==> config.mk <==
export PLATFORM = sky130hd
export DESIGN_NAME = ccw_ctrl
export DESIGN_NICKNAME = d
export VERILOG_FILES = /design/src/pkg/ccw_pkg.sv /design/src/ccw_wbuf.sv /design/src/ccw_bist.sv /design/src/ccw_ctrl.sv
export VERILOG_INCLUDE_DIRS = /design/src /design/src/pkg
export SDC_FILE = /design/constraint.sdc
export NUM_CORES = 1
export LEC_CHECK = 0
export CAP_MARGIN = 20
export CORE_MARGIN = 3
export CORE_UTILIZATION = 35
export CTS_BUF_LIST = sky130_fd_sc_hd__clkbuf_16
export DETAILED_ROUTE_END_ITERATION = 8
export DONT_BUFFER_PORTS = 1
export PLACE_DENSITY = 0.63
export SETUP_SLACK_MARGIN = 0.02
export SKIP_CTS_REPAIR_TIMING = 1
export SYNTH_ARGS = -nofsm -noshare
export SYNTH_HDL_FRONTEND = slang
export SYNTH_SLANG_ARGS = --single-unit
==> constraint.sdc <==
create_clock -name i_sys_clk -period 7.55 [get_ports i_sys_clk]
set_input_delay 0.755 -clock i_sys_clk [delete_from_list [all_inputs] [get_ports i_sys_clk]]
set_output_delay 0.755 -clock i_sys_clk [all_outputs]
set_load 0.005 [all_outputs]
==> src/pkg/ccw_consts.svh <==
`ifndef CCW_CONSTS_SVH
`define CCW_CONSTS_SVH

// Register byte addresses.
`define CCW_ADDR_CONFIG 32'hfff02000
`define CCW_ADDR_COMMAND 32'hfff02004
`define CCW_ADDR_LINE 32'hfff02008
`define CCW_ADDR_TEST_CTL 32'hfff60000
`define CCW_ADDR_TEST_RES 32'hfff60004

// Configuration fields.
`define CCW_CFG_ICACHE 0
`define CCW_CFG_DCACHE 1
`define CCW_CFG_WBUF 2
`define CCW_CFG_MASK 32'h00000007

// Command fields.
`define CCW_CMD_ISEL 0
`define CCW_CMD_DSEL 1
`define CCW_CMD_INV_ALL 2
`define CCW_CMD_INV_ONE 3
`define CCW_CMD_FETCH_PIN 4
`define CCW_CMD_UNLOCK_ALL 5
`define CCW_CMD_UNLOCK_ONE 6
`define CCW_CMD_DRAIN 7
`define CCW_CMD_MASK 32'h000000ff

// Line address fields.
`define CCW_LINE_WAY 31
`define CCW_LINE_SET_LO 4
`define CCW_LINE_TAG_LO 11
`define CCW_LINE_TAG_HI 30

// Self-test fields.
`define CCW_TST_GO 15
`define CCW_TST_GRP_LO 8
`define CCW_TST_CTL_MASK 32'h00008f00
`define CCW_TST_DONE 31

// Reset values and sizes.
`define CCW_RESET_WORD 32'h00000000
`define CCW_WBUF_DEPTH 8
`define CCW_CACHE_SETS 128
`define CCW_LINE_BYTES 16
`define CCW_BIST_STEPS 256

`endif

==> src/pkg/ccw_pkg.sv <==
package ccw_pkg;
    // Command engine states.
    typedef enum logic [2:0] {
        CCW_IDLE,
        CCW_WALK,
        CCW_FETCH,
        CCW_DRAIN,
        CCW_DONE
    } ccw_state_e;
    // Kind of a line command sent to the cache datapath.
    typedef enum logic [1:0] {
        CCW_OP_INV,
        CCW_OP_UNLOCK,
        CCW_OP_PIN
    } ccw_op_e;
    typedef logic [31:0] ccw_word_t;
endpackage

==> src/ccw_wbuf.sv <==
`timescale 1ns/1ps
`include "ccw_consts.svh"

// Write buffer: holds posted stores until external memory takes them.
module ccw_wbuf #(
    parameter int DEPTH = `CCW_WBUF_DEPTH
) (
    input wire logic i_sys_clk,
    input wire logic i_reset_n,
    input wire logic i_enable,
    input wire logic i_wr_valid,
    input wire ccw_pkg::ccw_word_t i_wr_data,
    input wire ccw_pkg::ccw_word_t i_wr_addr,
    output logic o_wr_ready,
    output logic o_mem_valid,
    output ccw_pkg::ccw_word_t o_mem_data,
    output ccw_pkg::ccw_word_t o_mem_addr,
    input wire logic i_mem_ready,
    output logic o_empty
);
    import ccw_pkg::*;
    localparam int AW = $clog2(DEPTH);

    // Refuse a depth that the wrapping pointers cannot serve.
    if (DEPTH < 2 || (1 << AW) != DEPTH)
    begin
        $error("ccw_wbuf: DEPTH must be a power of two of at least two");
    end

    ccw_word_t data_mem [DEPTH];
    ccw_word_t addr_mem [DEPTH];
    logic [AW:0] wr_ptr_r;
    logic [AW:0] rd_ptr_r;
    logic push;
    logic pop;

    assign o_empty = (wr_ptr_r == rd_ptr_r);
    assign o_wr_ready = i_enable && !((wr_ptr_r[AW] != rd_ptr_r[AW]) &&
                        (wr_ptr_r[AW-1:0] == rd_ptr_r[AW-1:0]));
    assign push = i_wr_valid && o_wr_ready;
    assign o_mem_valid = !o_empty;
    assign pop = o_mem_valid && i_mem_ready;
    assign o_mem_data = data_mem[rd_ptr_r[AW-1:0]];
    assign o_mem_addr = addr_mem[rd_ptr_r[AW-1:0]];

    // Storage array written on an accepted store.
    always_ff @(posedge i_sys_clk)
    begin
        if (push)
        begin
            data_mem[wr_ptr_r[AW-1:0]] <= i_wr_data;
            addr_mem[wr_ptr_r[AW-1:0]] <= i_wr_addr;
        end
    end

    always_ff @(posedge i_sys_clk or negedge i_reset_n)
    begin
        if (!i_reset_n)
        begin
            wr_ptr_r <= '0;
            rd_ptr_r <= '0;
        end
        else
        begin
            if (push)
                wr_ptr_r <= wr_ptr_r + 1'b1;
            if (pop)
                rd_ptr_r <= rd_ptr_r + 1'b1;
        end
    end

    // Occupancy never passes the depth.
    AST_WBUF_BOUND: assert property (@(posedge i_sys_clk) disable iff (!i_reset_n)
        (wr_ptr_r - rd_ptr_r) <= (AW+1)'(DEPTH))
        else $error("write buffer over depth");
endmodule

==> src/ccw_bist.sv <==
`timescale 1ns/1ps
`include "ccw_consts.svh"

// Self-test sequencer: walks every address of the picked groups.
module ccw_bist #(
    parameter int STEPS = `CCW_BIST_STEPS
) (
    input wire logic i_sys_clk,
    input wire logic i_reset_n,
    input wire logic i_start,
    input wire logic [3:0] i_groups,
    input wire logic [7:0] i_ram_fault,
    output logic o_running,
    output logic o_done,
    output logic [7:0] o_fault
);
    import ccw_pkg::*;
    localparam int CW = $clog2(STEPS);

    // Refuse a run too short for the step counter.
    if (STEPS < 2)
    begin
        $error("ccw_bist: STEPS must be at least two");
    end

    logic [CW-1:0] step_r;
    logic [7:0] pick;
    logic start_prev_r;

    // Go level of the last cycle; a run starts only when go is raised, so the
    // finish flag stays set while software leaves go at one.
    always_ff @(posedge i_sys_clk or negedge i_reset_n)
    begin
        if (!i_reset_n)
            start_prev_r <= 1'b0;
        else
            start_prev_r <= i_start;
    end

    // Map groups to per-way fault bits: tags high nibble, data low nibble.
    assign pick = {{2{i_groups[3]}}, {2{i_groups[2]}}, {2{i_groups[1]}}, {2{i_groups[0]}}};

    always_ff @(posedge i_sys_clk or negedge i_reset_n)
    begin
        if (!i_reset_n)
        begin
            step_r <= '0;
            o_running <= 1'b0;
            o_done <= 1'b0;
            o_fault <= 8'h00;
        end
        else if (i_start && !start_prev_r && !o_running)
        begin
            step_r <= '0;
            o_running <= 1'b1;
            o_done <= 1'b0;
            o_fault <= 8'h00;
        end
        else if (o_running)
        begin
            o_fault <= o_fault | (i_ram_fault & pick);
            step_r <= step_r + 1'b1;
            if (step_r == CW'(STEPS - 1))
            begin
                o_running <= 1'b0;
                o_done <= 1'b1;
            end
        end
    end

    AST_BIST_DONE: assert property (@(posedge i_sys_clk) disable iff (!i_reset_n)
        $fell(o_running) |-> o_done)
        else $error("self test ended without done");
endmodule

==> src/ccw_ctrl.sv <==
// Function
// - write buffer holds up to eight words
// - config bit 2 enables buffer, reset empties
// - drain with data select empties buffer
// - config bits enable caches, reset off
// - command bits clear after the operation
// - bit 6 unlocks addressed line
// - bit 5 unlocks every line
// - bit 4 fetches and pins a line
// - bit 3 invalidates addressed line
// - bit 2 invalidates all lines, pins too
// - bits 1 and 0 select data, instruction
// - all-line commands may hit both caches
// - single-line with both selects is ignored
// - drain with instruction select is ignored
// - line address holds way and address
// - test bit 15 starts self-test
// - test bits 11..8 pick memory groups
// - any group mix tested together
// - finish bit set when test ends
// - fault bits per RAM and way
// - 128 sets, 16-byte lines
// - pinned lines survive single-line invalidate
//
// The Wishbone register port was left to the implementer.
`timescale 1ns/1ps
`include "ccw_consts.svh"

module ccw_ctrl #(
    parameter int SETS = `CCW_CACHE_SETS,
    parameter int WBUF_DEPTH = `CCW_WBUF_DEPTH,
    parameter int BIST_STEPS = `CCW_BIST_STEPS
) (
    input wire logic i_sys_clk,
    input wire logic i_reset_n,
    input wire logic i_wb_cyc,
    input wire logic i_wb_stb,
    input wire logic i_wb_we,
    input wire logic [31:0] i_wb_adr,
    input wire logic [3:0] i_wb_sel,
    input wire ccw_pkg::ccw_word_t i_wb_dat,
    output ccw_pkg::ccw_word_t o_wb_dat,
    output logic o_wb_ack,
    output logic o_wb_err,
    output logic o_iside_cache_on,
    output logic o_dside_cache_on,
    output logic o_wbuf_on,
    output logic o_line_cmd_valid,
    output ccw_pkg::ccw_op_e o_line_cmd_op,
    output logic o_line_cmd_dside,
    output logic o_line_cmd_way,
    output logic [$clog2(`CCW_CACHE_SETS)-1:0] o_line_cmd_set,
    output logic [19:0] o_line_cmd_tag,
    output logic o_line_cmd_all,
    input wire logic i_line_cmd_done,
    input wire logic i_st_valid,
    input wire ccw_pkg::ccw_word_t i_st_data,
    input wire ccw_pkg::ccw_word_t i_st_addr,
    output logic o_st_ready,
    output logic o_mem_valid,
    output ccw_pkg::ccw_word_t o_mem_data,
    output ccw_pkg::ccw_word_t o_mem_addr,
    input wire logic i_mem_ready,
    input wire logic [7:0] i_ram_fault,
    output logic o_bist_running
);
    import ccw_pkg::*;
    localparam int SW = $clog2(SETS);

    // Refuse a set count that the fixed set field cannot address.
    if (SETS != `CCW_CACHE_SETS)
    begin
        $error("ccw_ctrl: SETS must match the set field of the line address");
    end

    // Byte lane merge for a register write.
    function automatic ccw_word_t merge(input ccw_word_t old, input ccw_word_t nw,
                                        input logic [3:0] sel, input ccw_word_t mask);
        ccw_word_t res;
        for (int b = 0; b < 4; b++)
            res[b*8 +: 8] = sel[b] ? nw[b*8 +: 8] : old[b*8 +: 8];
        return res & mask;
    endfunction

    ccw_word_t config_r;
    ccw_word_t line_r;
    logic [7:0] cmd_r;
    logic [15:0] test_ctl_r;
    ccw_state_e state_r;
    logic phase_r;
    logic [1:0] caches_r;
    logic ack_r;
    logic err_r;
    ccw_word_t rdata_r;
    logic req;
    logic hit_cfg;
    logic hit_cmd;
    logic hit_line;
    logic hit_tctl;
    logic hit_tres;
    logic mapped;
    logic cmd_wr;
    ccw_word_t cmd_new;
    logic wbuf_empty;
    logic bist_start;
    logic bist_done;
    logic [7:0] bist_fault;

    // Address decode of a new bus request.
    assign req = i_wb_cyc && i_wb_stb && !ack_r && !err_r;
    assign hit_cfg = (i_wb_adr == `CCW_ADDR_CONFIG);
    assign hit_cmd = (i_wb_adr == `CCW_ADDR_COMMAND);
    assign hit_line = (i_wb_adr == `CCW_ADDR_LINE);
    assign hit_tctl = (i_wb_adr == `CCW_ADDR_TEST_CTL);
    assign hit_tres = (i_wb_adr == `CCW_ADDR_TEST_RES);
    assign mapped = hit_cfg || hit_cmd || hit_line || hit_tctl || hit_tres;
    assign cmd_wr = req && i_wb_we && hit_cmd && state_r == CCW_IDLE;
    assign cmd_new = merge({24'h000000, cmd_r}, i_wb_dat, i_wb_sel, `CCW_CMD_MASK);

    // Single-cycle ack; unmapped addresses answer with err.
    always_ff @(posedge i_sys_clk or negedge i_reset_n)
    begin
        if (!i_reset_n)
        begin
            ack_r <= 1'b0;
            err_r <= 1'b0;
        end
        else
        begin
            ack_r <= req && mapped;
            err_r <= req && !mapped;
        end
    end
    assign o_wb_ack = ack_r;
    assign o_wb_err = err_r;

    always_ff @(posedge i_sys_clk or negedge i_reset_n)
    begin
        if (!i_reset_n)
            rdata_r <= `CCW_RESET_WORD;
        else if (req && !i_wb_we)
        begin
            unique case (1'b1)
                hit_cfg: rdata_r <= config_r;
                hit_cmd: rdata_r <= {24'h000000, cmd_r};
                hit_line: rdata_r <= line_r;
                hit_tctl: rdata_r <= {16'h0000, test_ctl_r};
                hit_tres: rdata_r <= {bist_done, 23'h000000, bist_done ? bist_fault : 8'h00};
                default: rdata_r <= `CCW_RESET_WORD;
            endcase
        end
    end
    assign o_wb_dat = rdata_r;

    always_ff @(posedge i_sys_clk or negedge i_reset_n)
    begin
        if (!i_reset_n)
            config_r <= `CCW_RESET_WORD;
        else if (req && i_wb_we && hit_cfg)
            config_r <= merge(config_r, i_wb_dat, i_wb_sel, `CCW_CFG_MASK);
    end
    assign o_iside_cache_on = config_r[`CCW_CFG_ICACHE];
    assign o_dside_cache_on = config_r[`CCW_CFG_DCACHE];
    assign o_wbuf_on = config_r[`CCW_CFG_WBUF];

    always_ff @(posedge i_sys_clk or negedge i_reset_n)
    begin
        if (!i_reset_n)
            line_r <= `CCW_RESET_WORD;
        else if (req && i_wb_we && hit_line)
            line_r <= merge(line_r, i_wb_dat, i_wb_sel, 32'hffffffff);
    end

    always_ff @(posedge i_sys_clk or negedge i_reset_n)
    begin
        if (!i_reset_n)
            test_ctl_r <= 16'h0000;
        else if (req && i_wb_we && hit_tctl)
            test_ctl_r <= 16'(merge({16'h0000, test_ctl_r}, i_wb_dat, i_wb_sel,
                                    `CCW_TST_CTL_MASK));
    end
    assign bist_start = test_ctl_r[`CCW_TST_GO];

    // Command engine: one command runs at a time; the register clears at the end.
    always_ff @(posedge i_sys_clk or negedge i_reset_n)
    begin
        if (!i_reset_n)
        begin
            state_r <= CCW_IDLE;
            cmd_r <= 8'h00;
            phase_r <= 1'b0;
            caches_r <= 2'b00;
        end
        else
        begin
            unique case (state_r)
                CCW_IDLE:
                begin
                    if (cmd_wr)
                    begin
                        cmd_r <= cmd_new[7:0];
                        caches_r <= cmd_new[1:0];
                        phase_r <= 1'b0;
                        if (cmd_new[1:0] == 2'b00 || cmd_new[7:2] == 6'h00)
                            state_r <= CCW_DONE;
                        else if (cmd_new[`CCW_CMD_DRAIN])
                            state_r <= (cmd_new[1:0] == 2'b10) ? CCW_DRAIN : CCW_DONE;
                        else if ((cmd_new[`CCW_CMD_INV_ONE] || cmd_new[`CCW_CMD_UNLOCK_ONE])
                                 && cmd_new[1:0] == 2'b11)
                            state_r <= CCW_DONE;
                        else if (cmd_new[`CCW_CMD_FETCH_PIN])
                            state_r <= (cmd_new[1:0] == 2'b11) ? CCW_DONE : CCW_FETCH;
                        else
                            state_r <= CCW_WALK;
                    end
                end
                CCW_WALK:
                begin
                    if (i_line_cmd_done)
                    begin
                        if (!phase_r && caches_r == 2'b11)
                            phase_r <= 1'b1;
                        else
                            state_r <= CCW_DONE;
                    end
                end
                CCW_FETCH:
                begin
                    if (i_line_cmd_done)
                        state_r <= CCW_DONE;
                end
                CCW_DRAIN:
                begin
                    if (wbuf_empty)
                        state_r <= CCW_DONE;
                end
                CCW_DONE:
                begin
                    cmd_r <= 8'h00;
                    state_r <= CCW_IDLE;
                end
            endcase
        end
    end

    // Line command to the cache datapath.
    // valid while walking or fetching; cache select follows
    assign o_line_cmd_valid = (state_r == CCW_WALK) || (state_r == CCW_FETCH);
    assign o_line_cmd_dside = (caches_r == 2'b11) ? phase_r : caches_r[1];
    assign o_line_cmd_all = cmd_r[`CCW_CMD_INV_ALL] || cmd_r[`CCW_CMD_UNLOCK_ALL];
    assign o_line_cmd_op = (cmd_r[`CCW_CMD_FETCH_PIN]) ? CCW_OP_PIN :
                           (cmd_r[`CCW_CMD_UNLOCK_ALL] || cmd_r[`CCW_CMD_UNLOCK_ONE]) ?
                           CCW_OP_UNLOCK : CCW_OP_INV;
    assign o_line_cmd_way = line_r[`CCW_LINE_WAY];
    assign o_line_cmd_set = line_r[`CCW_LINE_SET_LO +: SW];
    assign o_line_cmd_tag = line_r[`CCW_LINE_TAG_HI:`CCW_LINE_TAG_LO];

    ccw_wbuf #(
        .DEPTH(WBUF_DEPTH)
    ) u_wbuf (
        .i_sys_clk(i_sys_clk),
        .i_reset_n(i_reset_n),
        .i_enable(o_wbuf_on),
        .i_wr_valid(i_st_valid),
        .i_wr_data(i_st_data),
        .i_wr_addr(i_st_addr),
        .o_wr_ready(o_st_ready),
        .o_mem_valid(o_mem_valid),
        .o_mem_data(o_mem_data),
        .o_mem_addr(o_mem_addr),
        .i_mem_ready(i_mem_ready),
        .o_empty(wbuf_empty)
    );

    ccw_bist #(
        .STEPS(BIST_STEPS)
    ) u_bist (
        .i_sys_clk(i_sys_clk),
        .i_reset_n(i_reset_n),
        .i_start(bist_start),
        .i_groups(test_ctl_r[`CCW_TST_GRP_LO +: 4]),
        .i_ram_fault(i_ram_fault),
        .o_running(o_bist_running),
        .o_done(bist_done),
        .o_fault(bist_fault)
    );

    AST_CMD_CLEARS: assert property (@(posedge i_sys_clk) disable iff (!i_reset_n)
        state_r == CCW_DONE |=> cmd_r == 8'h00 && state_r == CCW_IDLE)
        else $error("command bits did not clear");
    AST_DRAIN_EMPTY: assert property (@(posedge i_sys_clk) disable iff (!i_reset_n)
        state_r == CCW_DRAIN && wbuf_empty |=> state_r == CCW_DONE)
        else $error("drain did not finish on empty");
    AST_DRAIN_ISEL: assert property (@(posedge i_sys_clk) disable iff (!i_reset_n)
        state_r == CCW_DRAIN |-> caches_r == 2'b10)
        else $error("drain ran with instruction select");
    AST_ONE_BOTH: assert property (@(posedge i_sys_clk) disable iff (!i_reset_n)
        o_line_cmd_valid && !o_line_cmd_all |-> caches_r != 2'b11)
        else $error("single line command on both caches");
    AST_NO_SEL: assert property (@(posedge i_sys_clk) disable iff (!i_reset_n)
        cmd_wr && cmd_new[1:0] == 2'b00 |=> state_r == CCW_DONE ##1 cmd_r == 8'h00)
        else $error("unselected command not dropped");
    AST_BOTH_WALK: assert property (@(posedge i_sys_clk) disable iff (!i_reset_n)
        state_r == CCW_WALK && caches_r == 2'b11 && !phase_r && i_line_cmd_done
        |=> state_r == CCW_WALK && o_line_cmd_dside)
        else $error("second cache not walked");
    AST_WBUF_OFF: assert property (@(posedge i_sys_clk) disable iff (!i_reset_n)
        !o_wbuf_on |-> !o_st_ready)
        else $error("buffer accepted while off");
    AST_ACK_ONE: assert property (@(posedge i_sys_clk) disable iff (!i_reset_n)
        o_wb_ack |=> !o_wb_ack)
        else $error("ack held two cycles");
    AST_CFG_RESV: assert property (@(posedge i_sys_clk) disable iff (!i_reset_n)
        config_r[31:3] == 29'h0)
        else $error("reserved config bits set");
endmodule

=== Yosys cells after proc, flatten, opt, wreduce, memory -nomap -nowiden ===
Memories as Yosys holds them, arrays and structs flattened.
Cells that the tools add are included.

* Memory bits (writable): 512
* Memories: 2
* Register bits: 115
* Bits of input ports: 148
* Word-level logic and storage cells: 141
* Output and inout bits: 137

{| class="wikitable"
|+ Memory list
! memory !! words !! width !! read ports !! clocked after Yosys merged registers in !! write ports !! line !! text
|-
| u_wbuf.addr_mem || 8 || 32 || 1 || 0 || 1 || ccw_wbuf.sv:31 || <nowiki>ccw_word_t addr_mem [DEPTH];</nowiki>
|-
| u_wbuf.data_mem || 8 || 32 || 1 || 0 || 1 || ccw_wbuf.sv:30 || <nowiki>ccw_word_t data_mem [DEPTH];</nowiki>
|}

* Add/subtract/negate cells: 3
* Mux-type cells: 36
* Reductions and logical operators: 56
* Eq/ne operators: 22
* Bitwise logic cells: 2

{| class="wikitable"
|+ Operators by type and width
! kind !! count
|-
| $eq 32x32->1 const B || 5
|-
| $pmux 32 s5 || 1
|-
| $mux 8 || 7
|-
| $mux 3 || 11
|-
| $logic_and 1x1->1 || 20
|-
| $reduce_and 2->1 || 9
|-
| $pmux 8 s2 || 1
|-
| $pmux 3 s5 || 1
|-
| $mux 1 || 13
|-
| $ne 2x2->1 const B || 5
|-
| $logic_not 1->1 || 9
|-
| $logic_or 1x1->1 || 9
|-
| $add 4x1->4 const B || 2
|-
| $add 8x1->8 const B || 1
|-
| $and 8x8->8 || 1
|-
| $eq 8x8->1 const B || 1
|-
| $or 8x8->8 || 1
|-
| $reduce_bool 2->1 || 4
|-
| $eq 2x2->1 const B || 3
|-
| $eq 3x2->1 const B || 2
|-
| $logic_not 6->1 || 1
|-
| $reduce_and 5->1 || 1
|-
| $eq 4x4->1 || 1
|-
| $reduce_and 4->1 || 1
|-
| other kinds (9) || 9
|}

=== Longest topological paths before layout ===
Gate-level depths: netlist of the first run.

* Word-level depth: 9
* Mapped depth: 7
* Depth with buffers taken out: 5

=== Modules after synthesis ===
From an unflattened synthesis of the first run, not the netlist that was laid out.

* Cells, all modules: 1226
* Area, all modules: 24770.0 um2

{| class="wikitable"
|+ Modules (own cells, without submodules)
! module !! times used !! area an instance (um2) !! cells each !! seq. area each (um2)
|-
| ccw_wbuf || 1 || 19723.9 || 796 || 15574.9
|-
| ccw_ctrl || 1 || 4292.9 || 361 || 2202.1
|-
| ccw_bist || 1 || 753.2 || 69 || 475.5
|}

=== Least setup slack after synthesis of the first run ===
No wires, ideal clock.

* Path type: reg-to-reg
* From: register u_wbuf.wr_ptr_r[0]
* To: memory u_wbuf.addr_mem[0][0] (netlist bit), enable pin
* Clock period less this slack: 7.959 ns
* Path buffers: 1
* Path slack: -0.409 ns
* Required time: 6.906 ns
* Setup time: 0.644 ns
* Cell stages (with the launch flop): 6
* Arrival time: 7.315 ns
* Path through: dfrtp_1 clkbuf_1 xnor2_1 a41oi_1 nand2_1 nor4_1

* Cells in the longest elaborated chain, start to end: 7

{| class="wikitable"
|+ Ends and longest elaborated chain
! element !! line !! text
|-
| start, declared || ccw_wbuf.sv:32 || <nowiki>logic [AW:0] wr_ptr_r;</nowiki>
|-
| start signal, assigned || ccw_wbuf.sv:66 || <nowiki>wr_ptr_r <= wr_ptr_r + 1'b1;</nowiki>
|-
| $eq 3x3->1 || ccw_wbuf.sv:39 || <nowiki>(wr_ptr_r[AW-1:0] == rd_ptr_r[AW-1:0]));</nowiki>
|-
| $logic_and 1x1->1 || ccw_wbuf.sv:38 || <nowiki>assign o_wr_ready = i_enable && !((wr_ptr_r[AW] != rd_ptr_r[AW]) &&</nowiki>
|-
| $logic_not 1->1 || ccw_wbuf.sv:38 ||
|-
| $logic_and 1x1->1 || ccw_wbuf.sv:38 ||
|-
| named net o_st_ready || ccw_ctrl.sv:59 || <nowiki>output logic o_st_ready,</nowiki>
|-
| $logic_and 1x1->1 || ccw_wbuf.sv:40 || <nowiki>assign push = i_wr_valid && o_wr_ready;</nowiki>
|-
| $mux 1 || ccw_wbuf.sv:49 || <nowiki>if (push)</nowiki>
|-
| $mux 1 (not written as such) || ccw_wbuf.sv:52 || <nowiki>addr_mem[wr_ptr_r[AW-1:0]] <= i_wr_addr;</nowiki>
|-
| end, declared || ccw_wbuf.sv:31 ||
|}

The timed path passes the listed nets, and every way through them passes these cells.

=== Final worst setup path of the first run ===
* From: register u_wbuf.rd_ptr_r[0]
* To: memory u_wbuf.addr_mem[7][27] (netlist bit), enable pin

* Cells in the longest elaborated chain, start to end: 7

{| class="wikitable"
|+ Ends and longest elaborated chain
! element !! line !! text
|-
| start, declared || ccw_wbuf.sv:33 || <nowiki>logic [AW:0] rd_ptr_r;</nowiki>
|-
| start signal, assigned || ccw_wbuf.sv:68 || <nowiki>rd_ptr_r <= rd_ptr_r + 1'b1;</nowiki>
|-
| $eq 3x3->1 || ccw_wbuf.sv:39 ||
|-
| $logic_and 1x1->1 || ccw_wbuf.sv:38 ||
|-
| $logic_not 1->1 || ccw_wbuf.sv:38 ||
|-
| $logic_and 1x1->1 || ccw_wbuf.sv:38 ||
|-
| named net o_st_ready || ccw_ctrl.sv:59 ||
|-
| $logic_and 1x1->1 || ccw_wbuf.sv:40 ||
|-
| $mux 1 || ccw_wbuf.sv:49 ||
|-
| $mux 1 (not written as such) || ccw_wbuf.sv:52 ||
|}

The timed path passes the listed nets, and every way through them passes these cells.

==> results of run 1 <==
## worst min-delay path by stage
stage / startpoint / endpoint / slack (ns) / cells after the start
detailed placement: test_ctl_r[15] / u_bist.start_prev_r / 0.44 / 0
global route: i_reset_n / o_wb_dat[4] / 0.10 / 1
global placement: test_ctl_r[15] / u_bist.start_prev_r / 0.44 / 0
floorplan: test_ctl_r[15] / u_bist.start_prev_r / 0.39 / 0
CTS: i_reset_n / u_wbuf.rd_ptr_r[3] / -0.20 / 0
finish: i_reset_n / o_wb_dat[4] / 0.07 / 1
## routing by layer
layer  GRT usage (%)  vias up  wire length (um)  part of all wire (%)
met5               0        -                 0                     0
met4            4.02        0              1130                   2.1
met3            6.48       81              5350                   9.9
met2            24.8      398             27500                    51
met1            16.5     6154             19900                    37
li1                -     5029                 -                     -
## sequential cells by signal (all words and copies together) (netlist names)
signal	count
u_wbuf.addr_mem	256
u_wbuf.data_mem	256
line_r	32
o_wb_dat	32
cmd_r	8
u_bist.o_fault	8
u_bist.step_r	8
test_ctl_r	5
u_wbuf.rd_ptr_r	4
u_wbuf.wr_ptr_r	4
config_r	3
state_r	3
caches_r	2
o_wb_ack	1
o_wb_err	1
phase_r	1
u_bist.o_done	1
u_bist.o_running	1
u_bist.start_prev_r	1
## worst max-delay path: cells and delay by family (launching register included)
family / cells / cell delay (ns)
XOR/XNOR: 1 / 0.25
AO/OA/AOI/OAI: 1 / 0.73
flip-flops: 1 / 1.06
buffers and inverters: 1 / 0.67
AND/OR/NAND/NOR: 2 / 1.15
## power breakdown
| part | internal (uW) | switching (uW) | leakage (uW) |
|---|---|---|---|
| Sequential | 3750 | 9.66 | 0.00617 |
| Clock | 1760 | 1350 | 0.00110 |
| Combinational | 36.8 | 44.5 | 0.00188 |
| Total | 5540 | 1410 | 0.00915 |
## area by class of cell
| type | instances | area (um2) | share of cell area, % |
|---|---|---|---|
| sequential | 627 | 18300 | 65.8 |
| clock buffer | 69 | 1730 | 6.22 |
| multi-input combinational | 516 | 6010 | 21.7 |
| clock inverter | 52 | 402 | 1.45 |
| inverter | 8 | 30.0 | 0.108 |
| tap | 931 | 1160 | 4.20 |
| timing repair buffer | 19 | 163 | 0.586 |
## logic make-up after synthesis
logic type	after synthesis	share of synthesized area, %
xor gates and xnor gates	11	0.390
AOI/OAI and AO/OA	94	2.67
adders and majority gates	3	0.152
and+or+nand+nor	156	3.63
buffers and inverters	92	1.90
muxes	252	17.3
DFF	627	74.0
## metrics by stage
stage,area (um2),util [%]
finish,27800,40.1
global route,27800,40.1
CTS,27700,40.1
detailed placement,25600,37.0
global placement,25600,37.0
floorplan,24700,-
## cells in the final DEF (no fill, tap or decap), types with 7 or more instances in the layout
cell / Yosys / layout
nor3_1: 12 / 8
mux2i_1: 14 / 14
o21ai_0: 21 / 21
dfrtp_1: 115 / 112
a22o_1: 18 / 18
nand4_1: 8 / 8
nand2b_1: 7 / 7
nor2_1: 29 / 26
clkbuf_16: 0 / 69
inv_1: 8 / 27
clkinv_1: 0 / 12
xnor2_1: 7 / 7
a21oi_1: 8 / 8
clkinv_2: 0 / 9
mux2_1: 11 / 11
edfxtp_1: 512 / 512
nand3_1: 17 / 17
a31oi_1: 14 / 14
buf_4: 28 / 18
mux4_2: 128 / 128
nand2_1: 27 / 27
mux2_2: 98 / 98
==> results_dict.tcl, run 1 <==
set metrics [dict create \
    final.fill_count 6179 \
    cts_sinks 627 \
    yosys_most_used_dff "edfxtp_1" \
    start_util_pct 35.7 \
    clockBufferDepth 3 \
    ys_types 64 \
    async_reset_ff_share_pct 18.3 \
    dp_slack_ns 3.04 \
    status "finished clean" \
    dieArea_um2 73700 \
    grt_usage_pct 14.5 \
    vdd_drop_max_mv 0.177 \
    grt_start_max_net_pins 116 \
    die_w_um 272 \
    grt_overflow_total 0 \
    yosysSeqAreaShare_pct 74.0 \
    yosys_warnings 0 \
    die_height_um 272 \
    cts_buffers 68 \
    yosys-top-cells-area "edfxtp_1 62%, mux4_2 12%, dfrtp_1 12%, mux2_2 4.5%, buf_4 0.85%" \
    viasPerCell 5.25 \
    portBuffers 0 \
    via_count 11662 \
    htree_levels 3 \
    r2r_cells 5 \
    worst_pin_slew_ns 1.12 \
    cp_cell_sequence "xnor2_1 -> a41oi_1 -> nand3_1 -> nor2_4 -> buf_4" \
    finalPower_uw 6950 \
    route.detailed.drc 0 \
    grt_pass1_vias 12412 \
    pwr_density_cell_nw_per_um2 250 \
    worstSetupStartpointType "register" \
    ant_nets 0 \
    min_path_type "input pin to asynchronous set/reset pin" \
    wl_mm 53.8 \
    power_leakage_uw 0.00915 \
    critPathLaunch "u_wbuf.rd_ptr_r[0]" \
    gp_congestion 0.877 \
    first_pass_iters 5 \
    final-hold-violation-count 0 \
    area_growth_pct 12.5 \
    drv_slew 0 \
    antenna_found_initial 2 \
    r2r_setup_slack_ns 3.20 \
    relSlewSlack_pct 24.5 \
    nets 1391 \
    synth_top_cell_area_share_pct 62.3 \
    worstPathMaxFanout 46 \
    r2r-start "u_wbuf.rd_ptr_r[0]" \
    cap_viol_max_count 0 \
    critical_path_arrival_ns 4.58 \
    worst_hold_slack_ns 0.0729 \
    io-pin-count 285 \
    syn_area_per_cell_um2 20.0 \
    synthTopCellsByCount "512 x edfxtp_1, 128 x mux4_2, 115 x dfrtp_1" \
    fmax_ghz 0.230 \
    setup_violations 0 \
    ys_ff_latch 627 \
    required_ns 7.78 \
    yosys.area.top_type "edfxtp_1" \
    crit_slowest_cell "dfrtp_4" \
    clkLatencyLatePin_ns 0.61 \
    syn-cell-area_um2 24700 \
    synth_edf_count 512 \
    grt_setup_unrepaired "no" \
    critPathKind "register to register" \
    post_drt_wl_per_cell_um 24.2 \
    crit_end "u_wbuf.addr_mem[7][27]" \
    fin_crit_sh_pct 57.7 \
    cts_root_buf "clkbuf_16" \
    antennaDiodeCount 0 \
    hpwl_mm 33.7 \
    path_clk_slew_ns 0.06 \
    drt_iter0_drc 820 \
    num_rows 96 \
    skew_ns 0.0261 \
    fin_tns_setup_ns 0 \
    grt_pass1_wl_mm 80.7 \
    max_stage_delay_ns 1.06 \
    min_period_ns 4.35 \
    worst_slack_ns 3.20 \
    synthesis.nets 1386 \
    final_layout_size_suffix_gt1_share_pct 28.0 \
    reg2reg_to "u_wbuf.addr_mem[7][27]" \
    synth_cells 1235 \
    core_um2 69200 \
    cts_tree "yes" \
    final_cells 2222 \
    worst_setup_path_end_kind "register" \
    post-synth-top-count-cell "edfxtp_1" \
    placedCellCount 2100 \
]
Power figures use the tool's default switching activity.
==> run 2: changes to the inputs <==
Clock period 7.55 ns to 3.54 ns, I/O delays scaled along.
==> run 2 against run 1 <==
Against the previous run:
- register-to-register slack lost 2.5 ns
- clock power grew 130%
- sequential share of layout area shrank 3.5 points
- final cell count grew 6.0%
- die area is the same
- non-clock buffer count grew 121
- sequential power grew 110%
- largest cell class unchanged
==> results_dict.tcl, run 2 (synthesis gave the netlist of run 1 again) <==
set metrics [dict create \
    start_util_pct 35.7 \
    die_height_um 272 \
    grt_setup_unrepaired "no" \
    first_pass_iters 5 \
    final_common_cell "edfxtp_1" \
    gp_congestion 0.908 \
    crit_buf_inv 1 \
    regArea_um2 18300 \
    grt_pass1_vias 12528 \
    required_ns 3.19 \
    min_path_type "input pin to register" \
    hp-start "i_wb_dat[7]" \
    worst_slack_ns 0.478 \
    multi_input_area_um2 6070 \
    via_count 12268 \
    fin_tns_setup_ns 0 \
    critical_path_arrival_ns 2.71 \
    antenna_found_initial 10 \
    final-hold-violation-count 0 \
    post_drt_wl_per_cell_um 24.3 \
    clkLatencyLatePin_ns 0.61 \
    layout_common_cells "512 x edfxtp_1, 128 x mux4_2, 112 x dlygate4sd3_1" \
    htree_levels 3 \
    ant_nets 0 \
    cap_viol_max_count 0 \
    reg2reg_to "u_wbuf.addr_mem[6][1]" \
    power_leakage_uw 0.00977 \
    wl_mm 57.1 \
    cts_tree "yes" \
    final_layout_size_suffix_gt1_share_pct 27.1 \
    grt_pass1_wl_mm 82.9 \
    cts_sinks 627 \
    drv_slew 0 \
    die_w_um 272 \
    cts_buffers 70 \
    r2r-start "u_wbuf.wr_ptr_r[2]" \
    path_clk_slew_ns 0.06 \
    whs_endpoint "cmd_r[7]" \
    pwr_density_cell_nw_per_um2 526 \
    vdd_drop_max_mv 0.451 \
    critPathKind "register to output pin" \
    worst_setup_path_end_kind "output pin" \
    fin_crit_sh_pct 86.5 \
    io-pin-count 285 \
    cts_root_buf "clkbuf_16" \
    r2r_setup_slack_ns 0.72 \
    hpwl_mm 33.8 \
    viasPerCell 5.21 \
    nets 1514 \
    path_delay_family "multiplexers" \
    area_growth_pct 18.8 \
    dp_slack_ns 0.524 \
    dieArea_um2 73700 \
    portBuffers 0 \
    final.fill_count 6037 \
    max_stage_delay_ns 0.68 \
    status "finished clean" \
    drt_iter0_drc 942 \
    clockBufferDepth 3 \
    num_rows 96 \
    grt_overflow_total 0 \
    min_period_ns 3.06 \
    fmax_ghz 0.327 \
    core_um2 69200 \
    relSlewSlack_pct 27.8 \
    cp_cell_sequence "buf_4 -> mux4_2 -> mux2_2" \
    route.detailed.drc 0 \
    crit_slowest_cell "buf_4" \
    hold_depth 2 \
    grt_usage_pct 15.1 \
    r2r_cells 5 \
    worstPathMaxFanout 43 \
    skew_ns 0.0247 \
    worstSetupStartpointType "register" \
    grt_start_max_net_pins 132 \
    worst_hold_slack_ns 0.0175 \
    setup_violations 0 \
    worst_pin_slew_ns 1.08 \
]
run 2: changes by cell type in the layout (fill, tap and decap cells not counted), moves of 3 or more:
cell and delta:
bufinv_16 +3, dlygate4sd3_1 +112, inv_6 +3, clkbuf_16 +3, nor3_4 +4, diode_2 +5
nor3_2 -4, buf_12 +9
run 2: worst reg2reg max path: stages, from the launching register on:
cell	delay, ns
dfrtp_1	0.64
xnor2_1	0.18
a41oi_2	0.43
nand3_1	0.40
nor2_4	0.21
buf_4	0.56
run 2: report_power, final:
group	switching (uW)	leakage (uW)	internal (uW)
Clock	2920	0.00118	4120
Sequential	14.4	0.00617	7990
Combinational	195	0.00242	164
run 2: final cells by class:
type	instances	area share (%)
antenna	5	0.0427
clock buffer	72	6.15
clock inverter	56	1.74
inverter	8	0.102
multi-input combinational	516	20.7
sequential	627	62.3
tap	931	3.97
timing repair buffer	140	4.99
run 2: worst max path at each step:
| stage | start | end | slack, ns | depth (start not counted) |
|---|---|---|---|---|
| 2_1_floorplan | u_wbuf.rd_ptr_r[1] | u_wbuf.addr_mem[6][0] | -0.77 | 5 |
| 3_3_place_gp | i_wb_adr[9] | caches_r[0] | 0.60 | 5 |
| 3_5_place_dp | i_wb_adr[9] | line_r[4] | 0.52 | 5 |
| 4_1_cts | u_wbuf.rd_ptr_r[0] | o_mem_addr[18] | 0.30 | 3 |
| 5_1_grt | u_wbuf.rd_ptr_r[0] | o_mem_addr[18] | 0.24 | 3 |
| 6_report | u_wbuf.rd_ptr_r[0] | o_mem_addr[20] | 0.48 | 3 |
run 2: routing by layer:
layer | GRT usage (%) | part of all wire [%]
met5 | 0 | 0.12
met4 | 6.37 | 3.4
met3 | 6.66 | 8.8
met2 | 25.3 | 49
met1 | 16.8 | 38
run 2: metrics by stage:
| stage | power, uW | instance area, um2 | utilization (%) | cells |
|---|---|---|---|---|
| 6_report | 15400 | 29300 | 42.4 | 2355 |
| 5_1_grt | 16000 | 29300 | 42.4 | 2353 |
| 4_1_cts | 15400 | 28200 | 40.7 | 2237 |
| 3_5_place_dp | 8320 | 25800 | 37.3 | 2109 |
| 3_3_place_gp | 8320 | 25800 | 37.3 | 2109 |
| 2_1_floorplan | 8280 | 24800 | - | 1235 |
==> run 3: changes to the inputs <==
Settings changed: BUFFER_PORTS_ARGS set to -buffer_cell sky130_fd_sc_hd__buf_2, DONT_BUFFER_PORTS 1 to unset, PLACE_DENSITY 0.63 to 0.66.
==> run 3 against run 2 <==
Against the previous run:
- worst hold slack got worse by 0.017 ns
- maximum frequency decreased by 3.6%
- sequential share of layout area decreased by 1.5 points
- sequential cell count unchanged
- worst setup slack got worse by 0.12 ns
- sequential power about the same
- critical path depth increased by 1
- global-route usage increased by 0.30 points
- clock-buffer cell count decreased by 1
- first-iteration DRC count decreased by 8.7%
- register-to-register slack improved by 0.21 ns
- critical endpoint is now o_mem_data[30]
- largest power group unchanged
==> results_dict.tcl, run 3 (synthesis gave the netlist of run 1 again) <==
set metrics [dict create \
    relSlewSlack_pct 30.1 \
    core_um2 69200 \
    antenna_found_initial 13 \
    critical_path_arrival_ns 2.82 \
    path_clk_slew_ns 0.06 \
    final_common_cell "edfxtp_1" \
    htree_levels 3 \
    power_leakage_uw 0.0107 \
    cts_buffers 70 \
    reg2reg_to "u_wbuf.addr_mem[4][23]" \
    route.detailed.drc 0 \
    r2r_setup_slack_ns 0.93 \
    io-pin-count 285 \
    worstPathMaxFanout 62 \
    viasPerCell 5.13 \
    worst_setup_path_end_kind "output pin" \
    cts_sinks 627 \
    setup_violations 0 \
    critPathKind "register to output pin" \
    hpwl_mm 34.9 \
    wl_mm 57.5 \
    gp_congestion 0.921 \
    die_height_um 272 \
    nets 1726 \
    min_path_type "input pin to register" \
    first_pass_iters 5 \
    drv_slew 0 \
    placedCellCount 2393 \
    crit_end "o_mem_data[30]" \
    final_layout_size_suffix_gt1_share_pct 41.4 \
    required_ns 3.19 \
    area_growth_pct 21.7 \
    ant_nets 0 \
    drt_iter0_drc 860 \
    pwr_density_cell_nw_per_um2 517 \
    r2r_cells 5 \
    hold_depth 1 \
    r2r-start "u_wbuf.rd_ptr_r[0]" \
    layout_common_cells "512 x edfxtp_1, 283 x buf_2, 128 x mux4_2" \
    grt_pass1_wl_mm 85.8 \
    grt_overflow_total 0 \
    grt_setup_unrepaired "no" \
    finalPower_uw 15500 \
    clkLatencyLatePin_ns 0.62 \
    min_period_ns 3.18 \
    dieArea_um2 73700 \
    critPathLaunch "u_wbuf.rd_ptr_r[0]" \
    cap_viol_max_count 0 \
    num_rows 96 \
    portBuffers 284 \
    cts_tree "yes" \
    start_util_pct 35.7 \
    worst_pin_slew_ns 1.04 \
    grt_pass1_vias 13483 \
    vdd_drop_max_mv 0.462 \
    cts_root_buf "clkbuf_16" \
    fmax_ghz 0.315 \
    worstSetupStartpointType "register" \
    die_w_um 272 \
    final_cells 2567 \
    fin_crit_sh_pct 89.8 \
    via_count 13162 \
    clockBufferDepth 3 \
    skew_ns 0.0481 \
    final.fill_count 6026 \
    status "finished clean" \
    post_drt_wl_per_cell_um 22.4 \
    grt_usage_pct 15.4 \
    grt_start_max_net_pins 132 \
    final-hold-violation-count 0 \
]
==> run 3: how the worst min path moves through the flow <==
stage	slack [ns]	to	start
final	0.0009	u_wbuf.data_mem[5][7]	i_st_data[7]
after global routing	0.0001	u_wbuf.data_mem[2][5]	i_st_data[5]
after CTS	-0.21	u_wbuf.rd_ptr_r[3]	i_reset_n
after detailed placement	0.45	cmd_r[6]	i_reset_n
after global placement	0.44	o_wb_ack	i_reset_n
after floorplan	0.06	caches_r[0]	i_reset_n
==> run 3: per-layer routing <==
layer	GRT usage [%]	wire length [um]
met3	4.67	4230
met2	25.9	28400
met5	0	97
met4	5.14	1660
met1	19.0	23100
==> run 3: worst max-delay path, cell delays in order (launching register included) <==
cell     delay, ns
dfrtp_4       0.65
buf_12        0.45
mux4_2        0.58
mux2_2        0.29
buf_2         0.13
==> run 3: final cells by class <==
cell class	count	area [um2]	area share, %
multi-input cells	516	6070	20.2
clock inverters	57	547	1.82
inverters	8	30.0	0.100
flip-flops and latches	627	18300	60.8
well taps	931	1160	3.88
clock buffers	71	1780	5.92
diodes	5	12.5	0.0417
repair buffers	352	2170	7.24
==> run 3: through the flow <==
stage	util (%)	TNS (ns)	hold slack (ns)	setup WS [ns]	instance area, um2
after CTS	42.8	0	-0.209	0.243	29600
after global placement	39.4	0	0.440	0.477	27300
final	43.4	0	0.000900	0.362	30000
after global routing	43.4	0	0.000118	0.142	30000
after floorplan	-	-243.22	0.0584	-0.773	24800
after detailed placement	39.4	0	0.455	0.446	27300
==> run 3: report_power, final <==
group | total [uW] | internal, uW | switching (uW)
combinational | 396 | 176 | 220
sequential | 8010 | 7990 | 16.1
clock | 7140 | 4150 | 2980
total | 15500 | 12300 | 3220
